[src/verilog/cuf_regs.svh]
// cuf_regs.svh: register indices, field positions, reset values and counts for the
// smart card uart data path.
// assumes: included by bare name; definitions only.
`ifndef CUF_REGS_SVH
`define CUF_REGS_SVH

// ----------------------------------------------------------------------------
// register indices (byte address = index * 4)
// ----------------------------------------------------------------------------
`define CUF_IDX_TX_DATA   16'hfe07
`define CUF_IDX_RX_STAT   16'hfe08
`define CUF_IDX_RX_DATA   16'hfe09
`define CUF_IDX_CTRL      16'hfe10
`define CUF_IDX_ETU       16'hfe11
`define CUF_IDX_IRQ_STAT  16'hfe12
`define CUF_IDX_IRQ_MASK  16'hfe13

// ----------------------------------------------------------------------------
// field positions
// ----------------------------------------------------------------------------
`define CUF_ST_NINTH      7
`define CUF_ST_FINAL      5
`define CUF_ST_CHKERR     4
`define CUF_ST_FULL       3
`define CUF_ST_EMPTY      2
`define CUF_ST_OVR        1
`define CUF_ST_PAR        0
`define CUF_CT_DIR        0
`define CUF_CT_SYNC       1
`define CUF_CT_NINE       2
`define CUF_CT_CRC        3
`define CUF_IR_RXBYTE     0
`define CUF_IR_RX_ERROR_EVENT      1
`define CUF_IR_CHKERR     2

// ----------------------------------------------------------------------------
// reset values, check constants and counts
// ----------------------------------------------------------------------------
`define CUF_RST_BYTE      8'h00
`define CUF_RST_ETU       12'h174
`define CUF_CRC_INIT      16'hffff
`define CUF_CRC_POLY      16'h1021
`define CUF_CRC_GOOD      16'h1d0f
`define CUF_LRC_GOOD      8'h00
`define CUF_TX_DEPTH      2
`define CUF_RX_DEPTH      4
`define CUF_IDX_START     4'h0
`define CUF_IDX_DATA0     4'h1
`define CUF_IDX_DATA7     4'h8
`define CUF_IDX_NINTH     4'h9
`define CUF_TX_ASYNC_BITS 4'hb
`define CUF_TX_SYNC_BITS  4'h8

`endif

[src/verilog/cuf_pkg.sv]
// cuf_pkg.sv: types of the smart card uart data path.
// assumes: cuf_regs.svh holds every number but the state encodings below.
`default_nettype none
package cuf_pkg;
  // link engine states, one-hot
  typedef enum logic [2:0] {
    CUF_IDLE = 3'b001,
    CUF_RX   = 3'b010,
    CUF_TX   = 3'b100
  } cuf_state_t;
endpackage : cuf_pkg
`default_nettype wire

[src/verilog/cuf_queue_if.sv]
// cuf_queue_if.sv: byte queue connection between the uart top and its queues.
// assumes: one clock domain, pclk.
`timescale 1ns/1ps
`default_nettype none
interface cuf_queue_if;
  logic       push;
  logic [7:0] push_data;
  logic       pop;
  logic [7:0] head;
  logic       full;
  logic       empty;
  modport user  (output push, output push_data, output pop,
                 input head, input full, input empty);
  modport store (input push, input push_data, input pop,
                 output head, output full, output empty);
endinterface : cuf_queue_if
`default_nettype wire

[src/verilog/cuf_queue.sv]
// cuf_queue.sv: byte queue in flip-flops with wrap-bit pointers.
// assumes: caller never pushes when full nor pops when empty.
`timescale 1ns/1ps
`default_nettype none
`include "cuf_regs.svh"
module cuf_queue #(
  parameter int DEPTH = 2
) (
  input wire logic   pclk,
  input wire logic   presetn,
  cuf_queue_if.store q
);
  localparam int AW = (DEPTH > 1) ? $clog2(DEPTH) : 1;

  logic [7:0]  mem_r [DEPTH];
  logic [AW:0] wr_r;
  logic [AW:0] rd_r;

  // ----------------------------------------------------------------------------
  // pointer compare
  // ----------------------------------------------------------------------------
  // the wrap bit tells full from empty when the index parts agree
  wire ptr_same = (wr_r[AW-1:0] == rd_r[AW-1:0]);
  assign q.empty = ptr_same && (wr_r[AW] == rd_r[AW]);
  assign q.full  = ptr_same && (wr_r[AW] != rd_r[AW]);
  assign q.head  = mem_r[rd_r[AW-1:0]];

  // storage is never cleared by a pop; only a later push replaces a byte
  always_ff @(posedge pclk or negedge presetn) begin
    if (!presetn) begin
      for (int i = 0; i < DEPTH; i++) begin
        mem_r[i] <= `CUF_RST_BYTE;
      end
    end else if (q.push) begin
      mem_r[wr_r[AW-1:0]] <= q.push_data;
    end
  end

  // pointers
  always_ff @(posedge pclk or negedge presetn) begin
    if (!presetn) begin
      wr_r <= '0;
      rd_r <= '0;
    end else begin
      if (q.push) wr_r <= wr_r + 1'b1;
      if (q.pop)  rd_r <= rd_r + 1'b1;
    end
  end
endmodule : cuf_queue
`default_nettype wire

[src/verilog/cuf_uart.sv]
// cuf_uart.sv: smart card uart data path with receive status, apb registers and irq.
// assumes: card clock and card io arrive from outside pclk; io is open drain.
//
// Functional notes
// a write to the transmit data port pushes the byte into the transmit queue for sending.
// a read of the transmit data port consumes one entry, so two reads leave it empty.
// consuming entries does not erase stored bytes; only later writes replace them.
// in sync 9-bit mode the io level at the ninth rising card clock is kept as the ninth bit.
// with the final byte flag set, a completed byte checks crc residue or lrc, else error.
// a read-only check error flag shows one once a block-end mismatch was found.
// a read-only receive full flag is one while the receive queue is at its depth.
// the read-only receive empty flag is status only and raises no interrupt.
// a byte arriving with the receive queue full sets overrun, cleared by read, with an irq.
// while overrun is set every received byte is dropped.
// a parity failure sets the parity flag, cleared by read, with a receive error irq.
// received bytes go to the receive queue and each data port read gives the oldest.
// the transmit data, receive status and receive data registers are 8 bits, reset zero except the receive empty flag, which resets to one.
// writing the direction field restarts the checksum accumulator.
// queue depths are parameters; full and empty come from pointer compare.
`timescale 1ns/1ps
`default_nettype none
`include "cuf_regs.svh"
module cuf_uart
  import cuf_pkg::*;
(
  input  wire logic        pclk,
  input  wire logic        presetn,
  input  wire logic        psel,
  input  wire logic        penable,
  input  wire logic        pwrite,
  input  wire logic [17:0] paddr,
  input  wire logic [31:0] pwdata,
  output var  logic [31:0] prdata,
  output var  logic        pready,
  output var  logic        pslverr,
  input  wire logic        card_clk,
  input  wire logic        ext_card_io_in,
  output var  logic        ext_card_io_out,
  output var  logic        ext_card_io_oe_n,
  output var  logic        irq
);
  // ----------------------------------------------------------------------------
  // checksum helper
  // ----------------------------------------------------------------------------
  function automatic logic [15:0] cuf_crc_byte(input logic [15:0] c, input logic [7:0] d);
    logic [15:0] r;
    r = c ^ {d, 8'h00};
    for (int i = 0; i < 8; i++) begin
      r = r[15] ? ((r << 1) ^ `CUF_CRC_POLY) : (r << 1);
    end
    return r;
  endfunction : cuf_crc_byte

  // ----------------------------------------------------------------------------
  // queues
  // ----------------------------------------------------------------------------
  cuf_queue_if txq ();
  cuf_queue_if rxq ();
  cuf_queue #(.DEPTH(`CUF_TX_DEPTH)) u_txq (.pclk(pclk), .presetn(presetn), .q(txq));
  cuf_queue #(.DEPTH(`CUF_RX_DEPTH)) u_rxq (.pclk(pclk), .presetn(presetn), .q(rxq));

  // ----------------------------------------------------------------------------
  // state
  // ----------------------------------------------------------------------------
  logic       clk_s1_r, clk_s2_r, clk_d_r, io_s1_r, io_s2_r;
  logic [3:0] ctrl_r;
  logic [11:0] etu_r;
  logic [11:0] etu_cnt_r;
  logic       ninth_r, final_r, chkerr_r, ovr_r, par_r;
  logic [2:0] ist_r, imask_r;
  logic [15:0] crc_r;
  logic [7:0] lrc_r;
  cuf_state_t st_r;
  logic [3:0] bit_r;
  logic [7:0] shf_r;
  logic [10:0] txs_r;
  logic [31:0] rdat_r;

  // ----------------------------------------------------------------------------
  // apb decode
  // ----------------------------------------------------------------------------
  wire [15:0] idx      = paddr[17:2];
  wire        setup    = psel && !penable;
  wire        acc      = psel && penable && pready;
  wire        sel_txd  = (idx == `CUF_IDX_TX_DATA);
  wire        sel_st   = (idx == `CUF_IDX_RX_STAT);
  wire        sel_rxd  = (idx == `CUF_IDX_RX_DATA);
  wire        sel_ct   = (idx == `CUF_IDX_CTRL);
  wire        sel_etu  = (idx == `CUF_IDX_ETU);
  wire        sel_ist  = (idx == `CUF_IDX_IRQ_STAT);
  wire        sel_im   = (idx == `CUF_IDX_IRQ_MASK);
  wire        mapped   = sel_txd | sel_st | sel_rxd | sel_ct | sel_etu | sel_ist | sel_im;
  wire        wr_acc   = acc && pwrite && mapped;
  wire        rd_acc   = acc && !pwrite && mapped;
  wire        dir_tx   = ctrl_r[`CUF_CT_DIR];
  wire        sync_m   = ctrl_r[`CUF_CT_SYNC];
  wire        nine_m   = ctrl_r[`CUF_CT_NINE];
  wire        crc_m    = ctrl_r[`CUF_CT_CRC];

  // receive status byte as software sees it
  wire [7:0] stat_view = {ninth_r, 1'b0, final_r, chkerr_r,
                          rxq.full, rxq.empty, ovr_r, par_r};

  // read mux; captured at setup so prdata comes from a flop
  wire [7:0] rd_mux = sel_txd ? txq.head :
                      sel_st  ? stat_view :
                      sel_rxd ? rxq.head :
                      sel_ct  ? {4'h0, ctrl_r} :
                      sel_ist ? {5'h00, ist_r} :
                      sel_im  ? {5'h00, imask_r} : 8'h00;
  wire [31:0] rd_word = sel_etu ? {20'h0_0000, etu_r} : {24'h00_0000, rd_mux};

  // ----------------------------------------------------------------------------
  // link sampling: two flops, then an edge detector on the second
  // ----------------------------------------------------------------------------
  wire rise     = clk_s2_r && !clk_d_r;
  wire etu_zero = (etu_cnt_r == 12'h000);
  wire tick     = rise && (sync_m || etu_zero);
  wire rx_go    = (st_r == CUF_IDLE) && !dir_tx && rise && (sync_m || !io_s2_r);
  wire samp     = (st_r == CUF_RX) && tick;
  wire [3:0] last_idx = (sync_m && !nine_m) ? `CUF_IDX_DATA7 : `CUF_IDX_NINTH;
  wire false_st = samp && !sync_m && (bit_r == `CUF_IDX_START) && io_s2_r;
  wire byte_end = samp && (bit_r == last_idx);
  // sync 8-bit mode finishes on the eighth data bit, so include it in the byte
  wire [7:0] rx_byte = (bit_r == `CUF_IDX_DATA7) ? {io_s2_r, shf_r[7:1]} : shf_r;
  wire par_bad  = byte_end && !sync_m && ((^rx_byte) ^ io_s2_r);
  wire store    = byte_end && !rxq.full && !ovr_r;
  wire ovr_set  = byte_end && rxq.full && !ovr_r;
  wire [15:0] crc_nxt = cuf_crc_byte(crc_r, rx_byte);
  wire [7:0]  lrc_nxt = lrc_r ^ rx_byte;
  wire chk_bad  = byte_end && final_r &&
                  (crc_m ? (crc_nxt != `CUF_CRC_GOOD) : (lrc_nxt != `CUF_LRC_GOOD));
  // the line is shared, so a receive start wins over a pending transmit
  wire tx_go    = (st_r == CUF_IDLE) && dir_tx && !txq.empty && !rx_go;
  wire [3:0] tx_bits = sync_m ? `CUF_TX_SYNC_BITS : `CUF_TX_ASYNC_BITS;

  // read side effects only on what the captured word showed, so a flag raised
  // between setup and access is kept for the next read
  wire rd_st    = rd_acc && sel_st;
  wire clr_ovr  = rd_st && rdat_r[`CUF_ST_OVR];
  wire clr_par  = rd_st && rdat_r[`CUF_ST_PAR];
  wire [2:0] ev = {chk_bad, ovr_set | par_bad, store}; // receive empty is no event

  // queue connections
  assign txq.push      = wr_acc && sel_txd && !txq.full;
  assign txq.push_data = pwdata[7:0];
  assign txq.pop       = (rd_acc && sel_txd && !txq.empty) || tx_go;
  assign rxq.push      = store;
  assign rxq.push_data = rx_byte;
  assign rxq.pop       = rd_acc && sel_rxd && !rxq.empty;

  // ----------------------------------------------------------------------------
  // apb answer: no wait state, every output from a flop
  // ----------------------------------------------------------------------------
  always_ff @(posedge pclk or negedge presetn) begin
    if (!presetn) begin
      pready  <= 1'b0;
      pslverr <= 1'b0;
      rdat_r  <= 32'h0000_0000;
    end else begin
      pready  <= setup;
      pslverr <= setup && !mapped;
      if (setup) rdat_r <= mapped ? rd_word : 32'h0000_0000;
    end
  end
  assign prdata = rdat_r;

  // synchronisers for the link pins
  always_ff @(posedge pclk or negedge presetn) begin
    if (!presetn) begin
      clk_s1_r <= 1'b0;
      clk_s2_r <= 1'b0;
      clk_d_r  <= 1'b0;
      io_s1_r  <= 1'b1;
      io_s2_r  <= 1'b1;
    end else begin
      clk_s1_r <= card_clk;
      clk_s2_r <= clk_s1_r;
      clk_d_r  <= clk_s2_r;
      io_s1_r  <= ext_card_io_in;
      io_s2_r  <= io_s1_r;
    end
  end

  // software control registers
  always_ff @(posedge pclk or negedge presetn) begin
    if (!presetn) begin
      ctrl_r  <= 4'h0;
      etu_r   <= `CUF_RST_ETU;
      imask_r <= 3'h0;
      final_r <= 1'b0;
    end else if (wr_acc) begin
      if (sel_ct)  ctrl_r  <= pwdata[3:0];
      if (sel_etu) etu_r   <= pwdata[11:0];
      if (sel_im)  imask_r <= pwdata[2:0];
      if (sel_st)  final_r <= pwdata[`CUF_ST_FINAL];
    end
  end

  // receive flags: hardware set wins over a read clear
  always_ff @(posedge pclk or negedge presetn) begin
    if (!presetn) begin
      ovr_r    <= 1'b0;
      par_r    <= 1'b0;
      chkerr_r <= 1'b0;
      ninth_r  <= 1'b0;
    end else begin
      ovr_r <= ovr_set | (ovr_r & ~clr_ovr);
      par_r <= par_bad | (par_r & ~clr_par);
      // cleared only when a new block starts checking
      chkerr_r <= chk_bad | (chkerr_r & ~(wr_acc && sel_ct));
      if (byte_end && sync_m && nine_m) ninth_r <= io_s2_r;
    end
  end

  // checksum accumulators
  always_ff @(posedge pclk or negedge presetn) begin
    if (!presetn) begin
      crc_r <= `CUF_CRC_INIT;
      lrc_r <= `CUF_LRC_GOOD;
    end else if (wr_acc && sel_ct) begin
      crc_r <= `CUF_CRC_INIT;
      lrc_r <= `CUF_LRC_GOOD;
    end else if (byte_end) begin
      crc_r <= crc_nxt;
      lrc_r <= lrc_nxt;
    end
  end

  // interrupt status, cleared by a read of itself; set wins
  always_ff @(posedge pclk or negedge presetn) begin
    if (!presetn) begin
      ist_r <= 3'h0;
      irq   <= 1'b0;
    end else begin
      ist_r <= ev | (ist_r & ~((rd_acc && sel_ist) ? rdat_r[2:0] : 3'h0));
      irq   <= |(ist_r & imask_r);
    end
  end

  // ----------------------------------------------------------------------------
  // link engine: half duplex, one etu counter shared by receive and transmit
  // ----------------------------------------------------------------------------
  always_ff @(posedge pclk or negedge presetn) begin
    if (!presetn) begin
      st_r      <= CUF_IDLE;
      bit_r     <= 4'h0;
      etu_cnt_r <= 12'h000;
      shf_r     <= 8'h00;
      txs_r     <= 11'h7ff;
    end else begin
      unique case (st_r)
        CUF_IDLE: begin
          if (rx_go) begin
            // async: wait half an etu to land mid start bit; sync: first edge is data
            st_r      <= CUF_RX;
            bit_r     <= sync_m ? `CUF_IDX_DATA0 + 4'h1 : `CUF_IDX_START;
            shf_r     <= {io_s2_r, 7'h00};
            etu_cnt_r <= {1'b0, etu_r[11:1]};
          end else if (tx_go) begin
            st_r      <= CUF_TX;
            bit_r     <= 4'h0;
            etu_cnt_r <= etu_r - 12'h001;
            txs_r     <= sync_m ? {3'b111, txq.head} :
                         {1'b1, ^txq.head, txq.head, 1'b0};
          end
        end
        CUF_RX: begin
          if (rise) etu_cnt_r <= etu_zero ? etu_r - 12'h001 : etu_cnt_r - 12'h001;
          // a start bit that reads high at its sample is noise: back to idle
          if (false_st || byte_end) begin
            st_r  <= CUF_IDLE;
          end else if (samp) begin
            bit_r <= bit_r + 4'h1;
            if (bit_r != `CUF_IDX_START && bit_r <= `CUF_IDX_DATA7)
              shf_r <= {io_s2_r, shf_r[7:1]};
          end
        end
        CUF_TX: begin
          // a stopped card clock holds the frame; there is no timeout here
          if (rise) etu_cnt_r <= etu_zero ? etu_r - 12'h001 : etu_cnt_r - 12'h001;
          if (tick) begin
            txs_r <= {1'b1, txs_r[10:1]};
            bit_r <= bit_r + 4'h1;
            if (bit_r + 4'h1 == tx_bits) st_r <= CUF_IDLE;
          end
        end
        default: st_r <= CUF_IDLE;
      endcase
    end
  end

  // open drain io: pull low only for a zero bit while sending
  always_ff @(posedge pclk or negedge presetn) begin
    if (!presetn) begin
      ext_card_io_out  <= 1'b0;
      ext_card_io_oe_n <= 1'b1;
    end else begin
      ext_card_io_out  <= 1'b0;
      ext_card_io_oe_n <= !((st_r == CUF_TX) && !txs_r[0]);
    end
  end
endmodule : cuf_uart
`default_nettype wire

[config.mk]
export PLATFORM = sky130hd
export DESIGN_NAME = cuf_uart
export DESIGN_NICKNAME = d
export VERILOG_FILES = /design/src/verilog/cuf_pkg.sv /design/src/verilog/cuf_queue_if.sv /design/src/verilog/cuf_queue.sv /design/src/verilog/cuf_uart.sv
export VERILOG_INCLUDE_DIRS = /design/src /design/src/verilog
export SDC_FILE = /design/constraint.sdc
export NUM_CORES = 1
export LEC_CHECK = 0
export ABC_AREA = 1
export BUFFER_PORTS_ARGS = -buffer_cell sky130_fd_sc_hd__clkbuf_2
export CAP_MARGIN = 5
export CORE_UTILIZATION = 35
export DETAILED_ROUTE_END_ITERATION = 8
export GPL_TIMING_DRIVEN = 0
export HOLD_SLACK_MARGIN = 0.12
export RECOVER_POWER = 100
export SLEW_MARGIN = 10
export SYNTH_ARGS = -nofsm -noshare
export SYNTH_HDL_FRONTEND = slang
export SYNTH_SLANG_ARGS = --single-unit
[constraint.sdc]
create_clock -name pclk -period 2.1 [get_ports pclk]
set_input_delay 0.21 -clock pclk [delete_from_list [all_inputs] [get_ports pclk]]
set_output_delay 0.21 -clock pclk [all_outputs]
set_load 0.02 [all_outputs]
==> reports/qor.yml <==
final_max_slew_viol_count: 0
cts_buffers: 17
max-clock-path-buffers: 2
place_area_mm2: 0.0106
ant_nets: 0
netlist-cell-type-count: 49
cp.required_ps: 2420
layout_commonest_cell: "nand2_1"
wl_met3_um: 1190
initial_core_util: 0.359
max_slew_margin: 0.210
start_kind: "flop"
drv_cap: 0
via_per_inst: 4.97
fin_crit_sh: 1.07
crit_fanout: 7
grt_pass1_wl_um: 44900
port_buffers: 50
num-nets-final: 1512
grt_pass1_vias: 8430
muxShareOfSynthArea: 0
finalPower_uw: 8550
die_area_mm2: 0.0285
grt_usage: 0.201
synth_area_mm2: 0.00972
rows: 60
max_freq_mhz: 446
die_h_um: 169
drive_above_1_share: 0.235
htreeDepth: 4
tightest_slew_ps: 1180
n_fill_cell: 2667
setup_slack_ps: -142
dr.pass1.iters: 5
ios: 94
globalRoute.totalOverflow: 0
synthCells: 1291
top_layer: "met4"
ys_ff_latch: 167
clk_pin_slew_ps: 70
synth_xor_area_frac: 0.0369
wl_met2_um: 13400
cp_data_arrival_time_ps: 2560
finalHoldViolCount: 0
seq_area_frac_synth: 0.434
vdd_drop_max_uv: 524
wl_met1_um: 13200
cts_tree: "built"
setup_viol: 47
fin_tns_setup_ps: -3640
wl_um: 28200
clock_skew_ps: 15.7
vias: 9099
areaGrowthSynthToFinish_pct: 26.0
power.leakage_uw: 0.00602
synth_top_family_by_area: "simple AND/OR/NAND/NOR gates"
synth_simple_gate_area_frac: 0.286
die_width_um: 169
grt_antenna_before_repair: 0
fin_area_mm2: 0.0123
min_period_ps: 2240
core_mm2: 0.0271
critical_path_class: "reg2reg"
cts_root_buf: "clkbuf_16"
clk_latency_ps: 440
yosys.area_share.adder: 0.0116
hpwl_um: 19600
p_per_area_mw_per_mm2: 698
crit_path_end_kind: "flop"
wl_per_cell_um: 15.4
rsz0062_at_grt: "yes"
drc: 0
routabilityCongestion: 0.894
status: "complete, but fails checks"
postSynthAreaPerCell_um2: 7.53
clkSinkCount: 167
layout.cells.non_filler: 1832
violations: "negative setup slack"
final_cell_mix: "328 x nand2_1, 133 x inv_1, 131 x dfrtp_1"
drt_first_iter_violations: 724
placed_cells: 1734
synth_compound_area_frac: 0.135
yosys_warnings: 0
hold_class: "in2reg"
grt_max_degree: 87
through the flow:
step	util	hold WS (ps)	worst slack (ps)
final	0.452	256	-142
after CTS	0.437	233	-24.5
after detailed placement	0.389	298	-589
after floorplan	-	-85.6	44.0
after global placement	0.388	305	-2430
after global routing	0.452	298	-285
sequential cells by signal (all words and copies together) (netlist names), 3 cells and up:
name	cells
u_rxq.mem_r	32
crc_r	16
u_txq.mem_r	16
etu_cnt_r	12
etu_r	12
prdata	12
txs_r	10
lrc_r	8
shf_r	8
bit_r	4
ctrl_r	4
imask_r	3
ist_r	3
st_r	3
u_rxq.rd_r	3
u_rxq.wr_r	3
routing by layer:
metal  vias to the layer above  track usage
met5                         -            0
met4                         0       0.0522
met3                        35       0.0271
met2                       234        0.329
met1                      4337        0.279
li1                       4493            -
timing repair:
action	4_1_cts	5_1_grt
hold buffers	17	0
endpoints found under the setup margin	103	77
cloned	2	3
pin swaps	25	19
buffers inserted	35	11
hold endpoints to repair	92	0
gates resized for setup	82	114
final timing paths:
| kind | from | endpoint | slack (ps) | cells after the start |
|---|---|---|---|---|
| max | etu_cnt_r[5] | u_rxq.mem_r[5] | -140 | 13 |
| min | psel | prdata[2] | 260 | 5 |
| max reg2reg | etu_cnt_r[5] | u_rxq.mem_r[5] | -140 | 13 |
| min reg2reg | clk_s1_r | clk_s2_r | 350 | 0 |
| max in group asynchronous | presetn | shf_r[0] | 330 | 3 |
| min in group asynchronous | presetn | u_rxq.wr_r[0] | 550 | 2 |
kinds of logic (layout without fill, tap and decap cells):
logic type,after synthesis,in the layout
and+or+nand+nor,635,636
AOI/OAI and AO/OA,230,230
buffers and inverters,208,355
DFF,167,167
xor gates and xnor gates,41,41
adders and majority gates,9,9
other,1,22
critical path, cell delays in order (launching register included):
cell and delay, ps:
dfrtp_1 400, nor2_1 210, nand4_4 120, inv_1 100, nand3_2 150, nand2_2 130
nand2_4 70, nor3_4 250, nand3_4 190, clkinv_8 130, buf_8 140, nand2_8 80
nand2_2 90, o21ai_2 50
Yosys cell counts (all sizes together):
| master | instances | area share |
|---|---|---|
| a32o | 3 | 0.0031 |
| o21ai | 128 | 0.066 |
| o21a | 4 | 0.0031 |
| o31ai | 3 | 0.0023 |
| conb | 1 | 0.00039 |
| nor3 | 17 | 0.012 |
| nand4 | 22 | 0.015 |
| o211ai | 21 | 0.016 |
| a22oi | 2 | 0.0015 |
| o311ai | 2 | 0.0018 |
| a41oi | 1 | 0.00090 |
| and2 | 1 | 0.00064 |
| nand2 | 395 | 0.16 |
| o2111ai | 3 | 0.0027 |
| nand3b | 3 | 0.0023 |
| a22o | 4 | 0.0036 |
| a221oi | 3 | 0.0027 |
| clkbuf | 17 | 0.0067 |
| ha | 9 | 0.012 |
| nor4 | 1 | 0.00064 |
| xor2 | 26 | 0.023 |
| a21oi | 42 | 0.022 |
| or2 | 2 | 0.0013 |
| o22ai | 7 | 0.0045 |
| buf | 42 | 0.031 |
| nor2 | 91 | 0.039 |
| inv | 147 | 0.057 |
| nand3 | 103 | 0.056 |
| dfstp | 35 | 0.095 |
| o41ai | 1 | 0.00090 |
| dfrtp | 132 | 0.34 |
| xnor2 | 15 | 0.014 |
| a31oi | 6 | 0.0039 |
| clkinv | 2 | 0.0013 |
where the power goes:
group | switching (µW) | internal, µW
Sequential | 171 | 3380
Combinational | 1140 | 730
Clock | 1400 | 1720
area by class of cell:
| class | count | area, µm² | area share |
|---|---|---|---|
| diodes | 1 | 2.50 | 0.000204 |
| multi-input cells | 937 | 5110 | 0.417 |
| flip-flops and latches | 167 | 4220 | 0.345 |
| clock buffers | 21 | 460 | 0.0376 |
| plain buffers | 56 | 418 | 0.0341 |
| clock inverters | 11 | 114 | 0.00929 |
| well taps | 372 | 465 | 0.0380 |
| repair buffers | 118 | 871 | 0.0711 |
| inverters | 149 | 583 | 0.0476 |
(Power assumes the default switching activity.)
